### src/uart_rx_map.svh
`ifndef UART_RX_MAP_SVH
`define UART_RX_MAP_SVH
// Function
// RL1: sample the receive pin on a tick at sixteen times baud, numbered 1..16
// RL2: realign tick count after start bit and on voted one-to-zero data change
// RL3: start search wants a low sample after three highs, then count to 16
// RL4: start bit checked at ticks 3,5,7; two highs fail, one high flags noise
// RL5: failed start check resets tick count and resumes the search
// RL6: data bit is majority of ticks 8,9,10; disagreement flags noise
// RL7: after a good start check, any high at ticks 8..10 flags noise only
// RL8: stop bit voted at ticks 8,9,10; low majority is a framing error
// RL9: framing error, breaks included, is raised together with receive full
// RL10: standby request holds the receiver quiet, no receive events reported
// RL11: address-mark wake: character with msb set clears standby, sets full
// RL12: software compares the address and may re-enter standby on mismatch
// RL13: idle-line wake: idle clears standby, sets neither idle nor full flag
// RL14: idle count start select picks where counting of high bits begins
// RL15: standby requested on an already idle line may wake at once
// RL16: length select picks 8 or 9 data bits, stop position and msb
// RL17: wake select: 1 address mark, 0 idle line; cleared by reset
// RL18: idle start select: 1 after stop bit, 0 after start bit; reset clears
// RL19: idle line seen after 10 or 11 high bit times, by character length
// RL20: noise gathered over the character, reported with receive full
// RL21: tick count moves only on baud ticks, held in search while disabled

// register byte offsets
`define REG_CONTROL 4'h0
`define REG_STATUS 4'h4
`define REG_DATA 4'h8
// control fields
`define CTL_ENABLE 0
`define CTL_LEN9 1
`define CTL_WAKE_ADDR 2
`define CTL_IDLE_AFTER_STOP 3
`define CTL_STANDBY 4
// status fields
`define ST_FULL 0
`define ST_NOISE 1
`define ST_FRAMING 2
`define ST_IDLE 3
`define ST_STANDBY 4
`define ST_BUSY 5
// reset values
`define CTL_RESET 1'b0
`define SINCE_EDGE_RESET 5'h1f
// tick numbers within one bit period
`define TICK_FIRST 5'h01
`define TICK_V1 5'h03
`define TICK_V2 5'h05
`define TICK_V3 5'h07
`define TICK_D1 5'h08
`define TICK_D2 5'h09
`define TICK_D3 5'h0a
`define TICK_LAST 5'h10
// character and idle counts
`define DATA_BITS_SHORT 4'h8
`define DATA_BITS_LONG 4'h9
`define IDLE_BITS_SHORT 8'h0a
`define IDLE_BITS_LONG 8'h0b
`define TICKS_PER_BIT 8'h10
`endif

### src/uart_rx_pkg.sv
package uart_rx_pkg;
    // receive sequencer, gray coded along search-start-data-stop
    typedef enum logic [1:0] {
        st_hunt = 2'b00,
        st_start = 2'b01,
        st_data = 2'b11,
        st_stop = 2'b10
    } rx_state_t;
endpackage : uart_rx_pkg

### src/rx_link_if.sv
`timescale 1ns/1ps
interface rx_link_if;
    logic tick;
    logic line;
    logic take;
    logic maj;
    logic disagree;
    logic any_high;
    logic hold;
    logic len9;
    logic idle_level;
    modport voter (input tick, line, take, output maj, disagree, any_high);
    modport idle (input tick, line, hold, len9, output idle_level);
    modport core (output tick, line, take, hold, len9,
        input maj, disagree, any_high, idle_level);
endinterface : rx_link_if

### src/uart_rx_sampling_wakeup.sv
// Decided for this implementation: the register addresses and the Avalon-MM slave port.
`timescale 1ns/1ps
`include "uart_rx_map.svh"
module uart_rx_sampling_wakeup (
    input wire logic sys_clk,
    input wire logic rst_b,
    input wire logic rx_sample_tick,
    input wire logic serial_rx_pin,
    input wire logic [3:0] address,
    input wire logic read,
    input wire logic write,
    input wire logic [31:0] writedata,
    output logic [31:0] readdata,
    output logic waitrequest,
    output logic rx_full_flag,
    output logic noise_flag,
    output logic framing_error_flag,
    output logic rx_standby_request
);
    uart_rx_pkg::rx_state_t state;
    logic enable;
    logic len9;
    logic wake_addr;
    logic idle_after_stop;
    logic idle_flag;
    logic idle_seen;
    logic [8:0] data_buf;
    logic [8:0] shifter;
    logic [3:0] bit_idx;
    logic [4:0] rt;
    logic [2:0] history;
    logic [4:0] since_edge;
    logic prev_bit;
    logic noise_acc;
    logic ack;
    logic [31:0] ctl_word;
    logic [31:0] st_word;

    rx_link_if lnk ();

    rx_vote u_vote (
        .sys_clk(sys_clk),
        .rst_b(rst_b),
        .lnk(lnk)
    );

    rx_idle u_idle (
        .sys_clk(sys_clk),
        .rst_b(rst_b),
        .lnk(lnk)
    );

    // bus handshake: every access waits exactly one cycle
    wire logic req = read | write;
    wire logic wr_ok = write & ack;
    wire logic rd_ok = read & ack;
    wire logic hit_ctl = (address == `REG_CONTROL);
    wire logic hit_data = (address == `REG_DATA);
    wire logic ctl_wr = wr_ok & hit_ctl;
    wire logic rd_clear = rd_ok & hit_data;
    assign waitrequest = req & ~ack;

    // sample tick gated by the port enable
    wire logic tick = rx_sample_tick & enable; // RL21
    wire logic in_hunt = (state == uart_rx_pkg::st_hunt);
    wire logic in_start = (state == uart_rx_pkg::st_start);
    wire logic in_data = (state == uart_rx_pkg::st_data);
    wire logic in_stop = (state == uart_rx_pkg::st_stop);
    wire logic at_v1 = tick & (rt == `TICK_V1);
    wire logic at_v2 = tick & (rt == `TICK_V2);
    wire logic at_v3 = tick & (rt == `TICK_V3);
    wire logic at_d1 = tick & (rt == `TICK_D1);
    wire logic at_d2 = tick & (rt == `TICK_D2);
    wire logic at_d3 = tick & (rt == `TICK_D3);
    wire logic at_last = tick & (rt == `TICK_LAST);
    wire logic at_mid = at_d1 | at_d2 | at_d3;

    // three highs then a low opens a candidate start bit
    wire logic edge_start = tick & in_hunt & (history == 3'h7)
        & ~serial_rx_pin; // RL3
    wire logic falling = tick & history[0] & ~serial_rx_pin;
    wire logic [4:0] edge_off = falling ? 5'h00 : since_edge;
    wire logic start_fail = in_start & at_v3 & lnk.maj; // RL4
    wire logic resync = in_data & at_d3 & prev_bit & ~lnk.maj
        & (edge_off < 5'h0f); // RL2

    // character length sets the stop position and the msb
    wire logic [3:0] data_bits = len9 ? `DATA_BITS_LONG
        : `DATA_BITS_SHORT; // RL16
    wire logic last_bit = (bit_idx == data_bits); // RL16
    wire logic msb = len9 ? shifter[8] : shifter[7]; // RL16

    // end of stop bit and the fate of the character
    wire logic stop_done = in_stop & at_d3;
    wire logic wake_addr_ev = stop_done & rx_standby_request & wake_addr
        & msb; // RL11
    wire logic deliver = stop_done & (~rx_standby_request
        | wake_addr_ev); // RL10
    wire logic wake_idle_ev = rx_standby_request & ~wake_addr
        & lnk.idle_level; // RL13
    wire logic idle_rise = lnk.idle_level & ~idle_seen;

    // voter and idle counter feeds
    assign lnk.tick = tick;
    assign lnk.line = serial_rx_pin;
    assign lnk.len9 = len9;
    assign lnk.take = (in_start & (at_v1 | at_v2 | at_v3))
        | (~in_hunt & at_mid); // RL6
    assign lnk.hold = ~enable | (idle_after_stop ? ~in_hunt
        : in_start); // RL14

    // sequencer moves only on ticks
    always_ff @(posedge sys_clk) begin
        if (!rst_b || !enable) begin
            state <= uart_rx_pkg::st_hunt; // RL21
        end else if (tick) begin
            unique case (state)
                uart_rx_pkg::st_hunt: begin
                    if (edge_start) begin
                        state <= uart_rx_pkg::st_start; // RL3
                    end
                end
                uart_rx_pkg::st_start: begin
                    if (start_fail) begin
                        state <= uart_rx_pkg::st_hunt; // RL5
                    end else if (at_last) begin
                        state <= uart_rx_pkg::st_data;
                    end
                end
                uart_rx_pkg::st_data: begin
                    if (at_last && last_bit) begin
                        state <= uart_rx_pkg::st_stop; // RL16
                    end
                end
                uart_rx_pkg::st_stop: begin
                    if (at_d3) begin
                        state <= uart_rx_pkg::st_hunt;
                    end
                end
            endcase
        end
    end

    // rt holds the number of the next tick to come, 1..16
    always_ff @(posedge sys_clk) begin
        if (!rst_b || !enable) begin
            rt <= `TICK_FIRST; // RL21
        end else if (tick) begin
            if (in_hunt) begin
                rt <= edge_start ? `TICK_FIRST + 5'h01 : `TICK_FIRST; // RL3
            end else if (start_fail || stop_done) begin
                rt <= `TICK_FIRST; // RL5
            end else if (resync) begin
                rt <= edge_off + 5'h02; // RL2
            end else if (rt == `TICK_LAST) begin
                rt <= `TICK_FIRST; // RL1
            end else begin
                rt <= rt + 5'h01; // RL1
            end
        end
    end

    // recent raw samples, and ticks since the last raw falling edge
    always_ff @(posedge sys_clk) begin
        if (!rst_b || !enable) begin
            history <= 3'h0;
            since_edge <= `SINCE_EDGE_RESET;
        end else if (tick) begin
            history <= {history[1:0], serial_rx_pin};
            if (falling) begin
                since_edge <= 5'h01; // RL2 edge tick is one tick back
            end else if (since_edge != `SINCE_EDGE_RESET) begin
                since_edge <= since_edge + 5'h01;
            end
        end
    end

    // data bits land at their own index, lsb first
    always_ff @(posedge sys_clk) begin
        if (!rst_b) begin
            shifter <= 9'h000;
            bit_idx <= 4'h0;
            prev_bit <= 1'b0;
        end else if (edge_start) begin
            shifter <= 9'h000;
            bit_idx <= 4'h0;
            prev_bit <= 1'b0; // start bit counts as the prior low
        end else if (in_data && at_d3) begin
            shifter[bit_idx] <= lnk.maj; // RL6
            prev_bit <= lnk.maj;
            bit_idx <= bit_idx + 4'h1;
        end
    end

    // noise from every sampled bit of the character
    always_ff @(posedge sys_clk) begin
        if (!rst_b) begin
            noise_acc <= 1'b0;
        end else if (edge_start) begin
            noise_acc <= 1'b0; // RL20
        end else if (in_start && at_v3 && !lnk.maj && lnk.disagree) begin
            noise_acc <= 1'b1; // RL4
        end else if (in_start && at_d3 && lnk.any_high) begin
            noise_acc <= 1'b1; // RL7
        end else if (in_data && at_d3 && lnk.disagree) begin
            noise_acc <= 1'b1; // RL6
        end
    end

    // status flags: a data read clears, a new event wins the same cycle
    always_ff @(posedge sys_clk) begin
        if (!rst_b) begin
            rx_full_flag <= 1'b0;
            noise_flag <= 1'b0;
            framing_error_flag <= 1'b0;
            data_buf <= 9'h000;
        end else begin
            if (rd_clear) begin
                rx_full_flag <= 1'b0;
                noise_flag <= 1'b0;
                framing_error_flag <= 1'b0;
            end
            if (deliver) begin
                data_buf <= shifter; // a break leaves all zeros
                rx_full_flag <= 1'b1; // RL11
                framing_error_flag <= ~lnk.maj; // RL8 RL9
                noise_flag <= noise_acc | lnk.disagree; // RL8 RL20
            end
        end
    end

    // idle flag only on a fresh idle and never while in standby
    always_ff @(posedge sys_clk) begin
        if (!rst_b) begin
            idle_flag <= 1'b0;
            idle_seen <= 1'b0;
        end else begin
            idle_seen <= lnk.idle_level;
            if (rd_clear) begin
                idle_flag <= 1'b0;
            end
            if (idle_rise && !rx_standby_request) begin
                idle_flag <= 1'b1; // RL13 RL19
            end
        end
    end

    // software write beats a hardware wake in the same cycle
    always_ff @(posedge sys_clk) begin
        if (!rst_b) begin
            rx_standby_request <= `CTL_RESET;
        end else if (ctl_wr) begin
            rx_standby_request <= writedata[`CTL_STANDBY]; // RL10
        end else if (wake_addr_ev || wake_idle_ev) begin
            rx_standby_request <= 1'b0; // RL11 RL13 RL15
        end
    end

    // configuration bits, all cleared by reset
    always_ff @(posedge sys_clk) begin
        if (!rst_b) begin
            enable <= `CTL_RESET;
            len9 <= `CTL_RESET;
            wake_addr <= `CTL_RESET; // RL17
            idle_after_stop <= `CTL_RESET; // RL18
        end else if (ctl_wr) begin
            enable <= writedata[`CTL_ENABLE];
            len9 <= writedata[`CTL_LEN9];
            wake_addr <= writedata[`CTL_WAKE_ADDR]; // RL17
            idle_after_stop <= writedata[`CTL_IDLE_AFTER_STOP]; // RL18
        end
    end

    // read views of control and status
    always_comb begin
        ctl_word = 32'h0;
        ctl_word[`CTL_ENABLE] = enable;
        ctl_word[`CTL_LEN9] = len9;
        ctl_word[`CTL_WAKE_ADDR] = wake_addr;
        ctl_word[`CTL_IDLE_AFTER_STOP] = idle_after_stop;
        ctl_word[`CTL_STANDBY] = rx_standby_request;
        st_word = 32'h0;
        st_word[`ST_FULL] = rx_full_flag;
        st_word[`ST_NOISE] = noise_flag;
        st_word[`ST_FRAMING] = framing_error_flag;
        st_word[`ST_IDLE] = idle_flag;
        st_word[`ST_STANDBY] = rx_standby_request;
        st_word[`ST_BUSY] = ~in_hunt;
    end

    // ack pulses for one cycle; read data loaded beside it
    always_ff @(posedge sys_clk) begin
        if (!rst_b) begin
            ack <= 1'b0;
        end else begin
            ack <= req & ~ack;
        end
    end

    // unmapped offsets read as zero, writes to them are dropped
    always_ff @(posedge sys_clk) begin
        if (!rst_b) begin
            readdata <= 32'h0;
        end else if (read && !ack) begin
            case (address)
                `REG_CONTROL: readdata <= ctl_word;
                `REG_STATUS: readdata <= st_word;
                `REG_DATA: readdata <= {23'h0, data_buf};
                default: readdata <= 32'h0;
            endcase
        end
    end
endmodule : uart_rx_sampling_wakeup

### src/rx_vote.sv
`timescale 1ns/1ps
module rx_vote (
    input wire logic sys_clk,
    input wire logic rst_b,
    rx_link_if.voter lnk
);
    logic [1:0] held;
    logic [2:0] trio;

    // two earlier samples kept; the third is the pin itself this tick
    always_ff @(posedge sys_clk) begin
        if (!rst_b) begin
            held <= 2'h0;
        end else if (lnk.tick && lnk.take) begin
            held <= {held[0], lnk.line};
        end
    end

    // vote is ready in the same cycle as the third sample
    assign trio = {held, lnk.line};
    assign lnk.maj = (trio[0] & trio[1]) | (trio[0] & trio[2])
        | (trio[1] & trio[2]);
    assign lnk.disagree = (|trio) & ~(&trio);
    assign lnk.any_high = |trio;
endmodule : rx_vote

### src/rx_idle.sv
`timescale 1ns/1ps
`include "uart_rx_map.svh"
module rx_idle (
    input wire logic sys_clk,
    input wire logic rst_b,
    rx_link_if.idle lnk
);
    logic [7:0] run;
    logic [7:0] limit;

    // 10 or 11 bit times of sixteen ticks each
    assign limit = lnk.len9 ? `IDLE_BITS_LONG * `TICKS_PER_BIT
        : `IDLE_BITS_SHORT * `TICKS_PER_BIT; // RL19

    // saturating run of high ticks; any low sample restarts it
    always_ff @(posedge sys_clk) begin
        if (!rst_b) begin
            run <= 8'h00;
        end else if (lnk.hold) begin
            run <= 8'h00; // RL14
        end else if (lnk.tick) begin
            if (!lnk.line) begin
                run <= 8'h00;
            end else if (run < limit) begin
                run <= run + 8'h01; // RL19
            end
        end
    end

    // a level, so standby set on a quiet line sees it at once
    assign lnk.idle_level = (run >= limit); // RL15
endmodule : rx_idle

### config.mk
export PLATFORM = sky130hd
export DESIGN_NAME = uart_rx_sampling_wakeup
export DESIGN_NICKNAME = d
export VERILOG_FILES = /design/src/uart_rx_pkg.sv /design/src/rx_link_if.sv /design/src/uart_rx_sampling_wakeup.sv /design/src/rx_vote.sv /design/src/rx_idle.sv
export VERILOG_INCLUDE_DIRS = /design/src /design/src/src
export SDC_FILE = /design/constraint.sdc
export NUM_CORES = 1
export LEC_CHECK = 0
export BUFFER_PORTS_ARGS = -buffer_cell sky130_fd_sc_hd__buf_4
export CELL_PAD_IN_SITES_DETAIL_PLACEMENT = 1
export CELL_PAD_IN_SITES_GLOBAL_PLACEMENT = 2
export CORE_MARGIN = 2
export CORE_UTILIZATION = 25
export CTS_BUF_LIST = sky130_fd_sc_hd__clkbuf_4 sky130_fd_sc_hd__clkbuf_8
export DETAILED_ROUTE_END_ITERATION = 7
export PLACE_DENSITY_LB_ADDON = 0.1
export SLEW_MARGIN = 5
export SYNTH_ARGS = -nofsm -noshare
export SYNTH_HDL_FRONTEND = slang
export SYNTH_SLANG_ARGS = --single-unit
### constraint.sdc
create_clock -name sys_clk -period 5.1 [get_ports sys_clk]
set_clock_uncertainty 0.15 [all_clocks]
set_input_delay 0.765 -clock sys_clk [delete_from_list [all_inputs] [get_ports sys_clk]]
set_output_delay 0.765 -clock sys_clk [all_outputs]
set_load 0.02 [all_outputs]
After elaboration in Yosys (flattened, before gate mapping). Index checks and enable logic that the tools add are counted.

Order comparisons: 5. Reductions and logical operators: 34. Equality and inequality tests: 20. $add $sub $neg: 5. Bitwise operators: 59. Multiplexer cells: 34.

Operators with widths (count): $mux 5 (8); $and 1x1->1 (38); $pmux 9 s3 (1); $mux 8 (2); $eq 5x4->1 const B (3); $mux 1 (14); $logic_and 1x1->1 (12); $mux 2 (6); $or 1x1->1 (11); $add 5x1->5 const B (2); $eq 5x3->1 const B (2); $not 1->1 (10); $bwmux 9 (1); $add 8x1->8 const B (1); $ge 8x8->1 (1); $lt 8x8->1 (1); $ne 2x1->1 const B (4); $pmux 2 s4 (1); $reduce_bool 2->1 (4); $add 5x2->5 const B (1); $eq 5x2->1 const B (1); $eq 5x5->1 const B (1); $logic_not 1->1 (5); $lt 4x5->1 const B (1); 21 further kinds (26).

Logic and storage cells: 180. Input bits: 42. Register bits after elaboration: 92. Output and inout bits: 37.

Depth between registers and ports, before layout. Gate-level depths: netlist of run 1.

Word-level depth: 9. Gate-level depth with buffers: 10. Mapped depth without buffers: 9.

Cells and area by module. From an unflattened synthesis of run 1, not the netlist that was laid out.

Cells, all modules: 447. Area, all modules: 3819.9 um^2.

By module, submodules not included: uart_rx_sampling_wakeup (cells an instance 371, seq. area each 1181.1 um^2, instances 1, area an instance 3204.3 um^2); rx_idle (cells an instance 64, seq. area each 160.2 um^2, instances 1, area an instance 505.5 um^2); rx_vote (cells an instance 12, seq. area each 40.0 um^2, instances 1, area an instance 110.1 um^2).

Worst setup path before layout of run 1. No wires, ideal clock.

Path type: input to register. Start point: input port rx_sample_tick. End point: register rt[1]. Arrival: 2506 ps. Cell stages on the path: 9. Library setup time: 125 ps. Buffers on the path: 1. Slack: 2319 ps. Data required time: 4825 ps. Path through: clkbuf_1 -> nand4b_1 -> and2_1 -> ha_1 -> a31oi_1 -> nor2_1 -> or4_1 -> o211ai_1 -> a31oi_1.

Cells in the longest elaborated chain, start to end: 9. Elaborated cells between the ends (all ways): 23. Classes of those cells: add/sub: 1; order compare: 1; mux: 5; bitwise: 15; reduce/logical: 1.

Ends and longest elaborated chain: from (decl) (RTL line uart_rx_sampling_wakeup.sv:7) `input wire logic rx_sample_tick,`; $and 1x1->1 * (RTL line uart_rx_sampling_wakeup.sv:64) `wire logic tick = rx_sample_tick & enable;`; $and 1x1->1, on equally long branches (RTL line uart_rx_sampling_wakeup.sv:81, uart_rx_sampling_wakeup.sv:74); $and 1x1->1, on equally long branches (RTL line uart_rx_sampling_wakeup.sv:81, uart_rx_sampling_wakeup.sv:84); $mux 5 or $and 1x1->1 (tied branches) (RTL line uart_rx_sampling_wakeup.sv:82, uart_rx_sampling_wakeup.sv:84); $lt 5x4->1 or $and 1x1->1 (tied branches) (RTL line uart_rx_sampling_wakeup.sv:85, uart_rx_sampling_wakeup.sv:84); $and 1x1->1 (RTL line uart_rx_sampling_wakeup.sv:85) `& (edge_off < 5'h0f);`; $mux 5 (RTL line uart_rx_sampling_wakeup.sv:153) `end else if (resync) begin`; $mux 5 (RTL line uart_rx_sampling_wakeup.sv:151) `end else if (start_fail || stop_done) begin`; $mux 5 (RTL line uart_rx_sampling_wakeup.sv:149) `if (in_hunt) begin`; to (signal assigned) (RTL line uart_rx_sampling_wakeup.sv:150) `` rt <= edge_start ? `TICK_FIRST + 5'h01 : `TICK_FIRST; ``; to (signal assigned) (RTL line uart_rx_sampling_wakeup.sv:152) `` rt <= `TICK_FIRST; ``; to (signal assigned) (RTL line uart_rx_sampling_wakeup.sv:154) `rt <= edge_off + 5'h02;`; to (decl) (RTL line uart_rx_sampling_wakeup.sv:30) `logic [4:0] rt;`.

Mark *: on every way between the ends. The rest lies on a longest branch, timed or not. A chain may end at the register's enable or synchronous reset.

Final worst setup path of run 1.
Start point: register enable. End point: register data_buf[6].

Cells in the longest elaborated chain, start to end: 8.

Ends and longest elaborated chain: from (decl) (RTL line uart_rx_sampling_wakeup.sv:21) `logic enable;`; from (signal assigned) (RTL line uart_rx_sampling_wakeup.sv:262) `` enable <= `CTL_RESET; ``; from (signal assigned) (RTL line uart_rx_sampling_wakeup.sv:267) `` enable <= writedata[`CTL_ENABLE]; ``; $and 1x1->1 * (RTL line uart_rx_sampling_wakeup.sv:64); $and 1x1->1 * (RTL line uart_rx_sampling_wakeup.sv:74) `` wire logic at_d3 = tick & (rt == `TICK_D3); ``; $and 1x1->1 * (RTL line uart_rx_sampling_wakeup.sv:94) `wire logic stop_done = in_stop & at_d3;`; $and 1x1->1 (2 in a row) (RTL line uart_rx_sampling_wakeup.sv:95) `wire logic wake_addr_ev = stop_done & rx_standby_request & wake_addr`; $and 1x1->1 (RTL line uart_rx_sampling_wakeup.sv:96) `& msb;`; $or 1x1->1 (RTL line uart_rx_sampling_wakeup.sv:98) `| wake_addr_ev);`; $and 1x1->1 * (RTL line uart_rx_sampling_wakeup.sv:97) `wire logic deliver = stop_done & (~rx_standby_request`; to (signal assigned) (RTL line uart_rx_sampling_wakeup.sv:224) `data_buf <= shifter;`; to (decl) (RTL line uart_rx_sampling_wakeup.sv:27) `logic [8:0] data_buf;`.

Marks and branches as above.

==> reports/summary.txt, run 1 <==
Synthesized area -> 3670 µm²
Relative slew slack -> 0.217
Maximum clock frequency -> 0.334 GHz
EDFF count, synth -> 0
Final instance area -> 4140 µm²
Leakage -> 1.45 nW
Dominant synthesized flop cell -> dfxtp_1
Fill cells -> 1,744
Die width -> 125 µm
Final GP Congestion -> 0.734
Share of synthesized registers carrying an async set or reset -> 0
Layout Nets -> 514
Avg WL per Cell -> 15.5 µm
Register area -> 1380 µm²
Final worst setup slack -> 2.11 ns
Synth Area in Compound Gates -> 0.121
Drc violations -> 0
Post-CTS resize count -> 0
Number of H-tree levels -> 3
Die height -> 125 µm
CTS Hold Bufs -> 0
Finished Layout Cells -> 647
IO Port Bufs -> 28
Area grow syn2layout -> 12.7%
Row count -> 44
Post-synthesis mux area share -> 0.0752
Largest net degree at the start of global routing -> 31
Hold crit path type -> reg2reg
Post-synthesis cell type count -> 55
Yosys Warn Count -> 0
Simple-gate area share of the yosys netlist -> 0.264
#FFs+latches synth -> 69
Post-Synth Adder-Cell Area -> 0.0504
Area after DPL -> 3930 µm²
Clock Path Buffers -> 2
CP required -> 5.17 ns
Clock transition at path regs -> 0.08 ns
Status -> finished, final reports clean
Max cap viols -> 0
RSZ-0062 raised after global routing -> false
DRT iter0 DRCs -> 129
Final Max Slew Viols -> 0
Worst slew pin tran -> 1.16 ns
Placed insts -> 631
Setup WS pre-CTS -> 1.75 ns
Min cycle time layout -> 2.99 ns
Share of post-route cells with drive strength above 1 -> 0.127
Final setup TNS -> 0 ns
Post-route ant nets -> 0
Critical path capture point type -> register
Largest family of logic cells by synthesized area -> simple AND/OR/NAND/NOR gates
PD cells -> 259 nW/µm²
Root Driver -> clkbuf_8
# IOs -> 79
Clk_lat worst skew -> 0.36 ns
Starting density of the core -> 0.255
Vias in the first global route -> 3,131
Synth Area per Inst -> 8.35 µm²
Final setup violating endpoints -> 0
Worst Path Arrival -> 3.06 ns
Crit start category -> register
Inserted Diodes -> 0
Worst Hold Depth -> 2
Period utilization -> 0.586
CTS buffer count -> 9
Clock tree sinks -> 69
Number of vias per cell -> 4.73
Synth Area in XOR/XNOR -> 0.0286
Gate Count Post-Synth -> 440
Post-DP HPWL -> 7350 µm
Psw -> 0.000267 W
Sw Ratio -> 0.249
Total grt overflow -> 0
Combinational share of power -> 0.045
Clock Power Share -> 0.451
Vias post-DR -> 3,060
Drt total wl -> 10,000 µm
Worst Setup Path Type -> reg2reg
Postcts setup bufs -> 0
Sequential share of power -> 0.505
CTS tree -> yes
Internal cell power -> 0.000803 W
Reg2reg path depth -> 5
Critical path peak fanout -> 19
Final count of hold timing violations -> 0
GR Util All Layers -> 0.133
Multi-input logic area -> 2070 µm²
Maximum vdd ir drop -> 0.0000893 V
Drt first pass iters -> 4
Initial antenna violation count -> 0
Core Area -> 14,400 µm²
Part of the Yosys area used for sequential elements -> 0.376
Die area -> 15,700 µm²
First-pass GRT wire length -> 16,600 µm
## flip-flops by register name, indices dropped and copies added (netlist names), 2 cells and up
name and cells:
bit_idx 4, data_buf 9, history 3, readdata 9, rt 5, shifter 9
since_edge 5, state 2, u_idle.run 8, u_vote.held 2
## cells by family (layout without fill, tap and decap cells)
group	after synthesis	in the layout
XOR/XNOR	12	12
AO/OA/AOI/OAI	73	73
flip-flops	69	69
adder cells (fa/ha/maj)	15	15
AND/OR/NAND/NOR	189	189
multiplexers	27	27
other	1	23
buffers and inverters	54	55
## synth_stat cells (5+ instances only)
cell type / instances / area share
nor3b_1: 5 / 0.010
nand2_1: 50 / 0.051
nor3_1: 8 / 0.011
mux2i_1: 22 / 0.060
xnor2_1: 8 / 0.019
and2_1: 8 / 0.014
nor2_1: 54 / 0.055
buf_4: 23 / 0.047
mux2_2: 5 / 0.015
o21ai_0: 11 / 0.015
nand4_1: 9 / 0.015
inv_1: 11 / 0.011
a22oi_1: 5 / 0.010
a31oi_1: 6 / 0.010
a21oi_1: 33 / 0.045
dfxtp_1: 69 / 0.38
clkbuf_1: 14 / 0.014
nand3_1: 19 / 0.026
ha_1: 14 / 0.048
## cell usage in the layout (no fill, tap or decap), types with 4 or more instances in the layout
master / instances
xor2_1: 4
nor3_1: 8
nor2_1: 54
and2_1: 8
or3_1: 4
nand3_1: 19
mux2i_1: 22
and3_1: 4
dfxtp_1: 69
nand2_1: 50
ha_1: 14
nand4_1: 9
nor3b_1: 5
clkbuf_8: 11
o211ai_1: 4
inv_1: 11
a21oi_1: 33
o21ai_0: 11
a22oi_1: 5
buf_4: 28
conb_1: 23
mux2_2: 5
a31oi_1: 6
xnor2_1: 8
and4b_1: 4
## path summary, 6_finish.rpt
kind / startpoint / end / slack (ns)
worst min-delay path: idle_flag / idle_flag / 0.31
worst max register to register: enable / data_buf[6] / 2.11
worst min register to register: idle_flag / idle_flag / 0.31
worst max-delay path: enable / data_buf[6] / 2.11
## layout make-up
type	count	share of cell area
inverters	11	0.00997
multi-input cells	339	0.499
clock inverters	5	0.0142
repair buffers	28	0.0508
clock buffers	11	0.0366
flip-flops and latches	69	0.334
well taps	184	0.0556
## power groups by stage
stage	clock network [W]	registers (W)	logic, W
finish	0.000482	0.000540	0.0000478
global route	0.000530	0.000540	0.0000518
floorplan	0	0.000553	0.0000453
CTS	0.000508	0.000540	0.0000484
detailed placement	0	0.000553	0.0000482
global placement	0	0.000553	0.0000482
## worst max-delay path, stage by stage (launching register included)
cell     delay (ns)
dfxtp_1        0.60
nand2_1        0.59
or4b_4         0.74
a21oi_4        0.44
mux2i_1        0.26
nor2_1         0.06
## per-layer routing
layer / routed length, µm / vias to the layer above / GRT usage
met4: 201 / 0 / 0.0608
li1: - / 1527 / -
met2: 4480 / 43 / 0.207
met5: 0 / - / 0
met3: 287 / 14 / 0.0265
met1: 5040 / 1476 / 0.178
## metrics by stage
step                total power, W  hold WS [ns]   util
CTS                        0.00110         0.314  0.287
global placement          0.000601         0.293  0.272
finish                     0.00107         0.307  0.287
detailed placement        0.000601         0.302  0.272
floorplan                 0.000598         0.278      -
global route               0.00112         0.323  0.287
Note: power is estimated with default switching activity, not from simulation.
==> run 2: changes to the inputs <==
clock period = 3.1 ns   (was 5.1 ns; I/O delays follow)
==> run 2 against run 1 <==
Against the previous run: register-to-register slack lost 1.5 ns; critical path depth grew 3; cell count grew 1.2%; worst setup slack lost 1.5 ns; cell area grew 1.5%; largest power group unchanged; utilization grew 0.42 points; critical path type unchanged; sequential cell count is the same.
==> reports/summary.txt, run 2 (same netlist as run 1, synthesis figures left out) <==
Status -> finished, final reports clean
Leakage -> 1.49 nW
Setup WS pre-CTS -> 0.423 ns
Finished Layout Cells -> 655
# IOs -> 79
Clk_lat worst skew -> 0.36 ns
CTS tree -> yes
First-pass GRT wire length -> 17,600 µm
Clock Path Buffers -> 2
Final Max Slew Viols -> 0
RSZ-0062 raised after global routing -> false
Critical path peak fanout -> 14
Starting density of the core -> 0.255
Final GP Congestion -> 0.733
Hold_sp -> writedata[4]
Share of post-route cells with drive strength above 1 -> 0.142
Total grt overflow -> 0
Crit path cell chain -> inv_1 -> ha_1 -> nand4bb_1 -> buf_4 -> or4b_4 -> a21oi_4 -> mux2i_1 -> nor2_1
Top Registers -> data_buf (9), readdata (9), shifter (9)
Clock tree sinks -> 69
RR Startpoint -> rt[0]
Drc violations -> 0
CTS buffer count -> 9
Slowest library cell on the worst path -> or4b_4
Die height -> 125 µm
Drt first pass iters -> 4
Clock transition at path regs -> 0.09 ns
Die width -> 125 µm
Worst Setup Path Type -> reg2reg
Final setup TNS -> 0 ns
Placed insts -> 639
Final count of hold timing violations -> 0
Root Driver -> clkbuf_8
Vias in the first global route -> 3,298
Final worst setup slack -> 0.619 ns
Worst slew pin tran -> 1.00 ns
Largest net degree at the start of global routing -> 31
Vias post-DR -> 3,131
Avg WL per Cell -> 15.8 µm
Post-route ant nets -> 0
Number of H-tree levels -> 3
Worst hold slack -> 0.194 ns
Crit start category -> register
Area grow syn2layout -> 14.3%
Period utilization -> 0.800
PD cells -> 422 nW/µm²
CTS Hold Bufs -> 0
Reg2reg path depth -> 8
Inserted Diodes -> 0
Multi-input logic area -> 2070 µm²
GR Util All Layers -> 0.140
Worst Path Arrival -> 2.55 ns
Commonest non-fill, non-tap cells in the layout -> dfxtp_1, nor2_1, nand2_1
Most common cell after layout, fill and taps aside -> dfxtp_1
Reg2Reg Setup Slack -> 0.62 ns
Hold crit path type -> in2reg
Postcts setup bufs -> 0
DRT iter0 DRCs -> 118
Relative slew slack -> 0.330
Min-Delay Endpoint -> rx_standby_request
Max cap viols -> 0
Maximum vdd ir drop -> 0.000146 V
IO Port Bufs -> 28
Maximum clock frequency -> 0.403 GHz
CP required -> 3.17 ns
Drt total wl -> 10,300 µm
Die area -> 15,700 µm²
Post-CTS resize count -> 0
Layout Nets -> 522
Fill cells -> 1,739
Max stage delay on crit path -> 0.52 ns
Number of vias per cell -> 4.78
Worst Hold Depth -> 3
Worst reg2reg path endpoint -> data_buf[6]
Post-DP HPWL -> 7600 µm
Row count -> 44
Core Area -> 14,400 µm²
Initial antenna violation count -> 0
Critical path capture point type -> register
Register area -> 1380 µm²
Min cycle time layout -> 2.48 ns
Final setup violating endpoints -> 0
## run 2: worst max-delay path by stage
stage                     slack (ns)           start          end
after detailed placement        0.42  rx_sample_tick  data_buf[6]
after global placement          0.46  rx_sample_tick  data_buf[5]
final                           0.62           rt[0]  data_buf[6]
after global routing            0.42           rt[0]  data_buf[3]
after CTS                       0.58           rt[0]  data_buf[6]
after floorplan                 0.62  rx_sample_tick        rt[1]
## run 2: layout make-up
class / instances / share of cell area
Clock buffer: 11 / 0.0360
Clock inverter: 5 / 0.0140
Inverter: 11 / 0.00983
Multi-Input combinational cell: 339 / 0.492
Sequential cell: 69 / 0.329
Tap cell: 184 / 0.0548
Timing Repair Buffer: 36 / 0.0643
## run 2: worst max-delay path, delay by kind of cell (launching register included)
family,cells,cell delay (ns)
fa+ha+maj,1,0.18
mux,1,0.25
flops,1,0.34
compound gates,1,0.42
buf+inv,2,0.32
simple gates,3,0.68
## run 2: per-layer routing
| metal | track usage | up-vias | part of all wire |
|---|---|---|---|
| met5 | 0 | - | 0 |
| met4 | 0.0529 | 0 | 0.017 |
| met3 | 0.0231 | 13 | 0.032 |
| met2 | 0.226 | 58 | 0.45 |
| met1 | 0.188 | 1518 | 0.50 |
| li1 | - | 1542 | - |
## run 2: power by group
part | leakage [nW] | switching [W] | internal, W | total, W
clock network | 0.102 | 0.000385 | 0.000416 | 0.000801
logic | 0.831 | 0.0000602 | 0.0000210 | 0.0000811
registers | 0.556 | 0.00000199 | 0.000887 | 0.000889
## run 2: metrics by stage
step / utilization / total power, W / instance area (µm²)
after floorplan: - / 0.000984 / 3760
after global placement: 0.277 / 0.000990 / 3990
after detailed placement: 0.277 / 0.000991 / 3990
after CTS: 0.291 / 0.00180 / 4200
after global routing: 0.291 / 0.00185 / 4200
final: 0.291 / 0.00177 / 4200
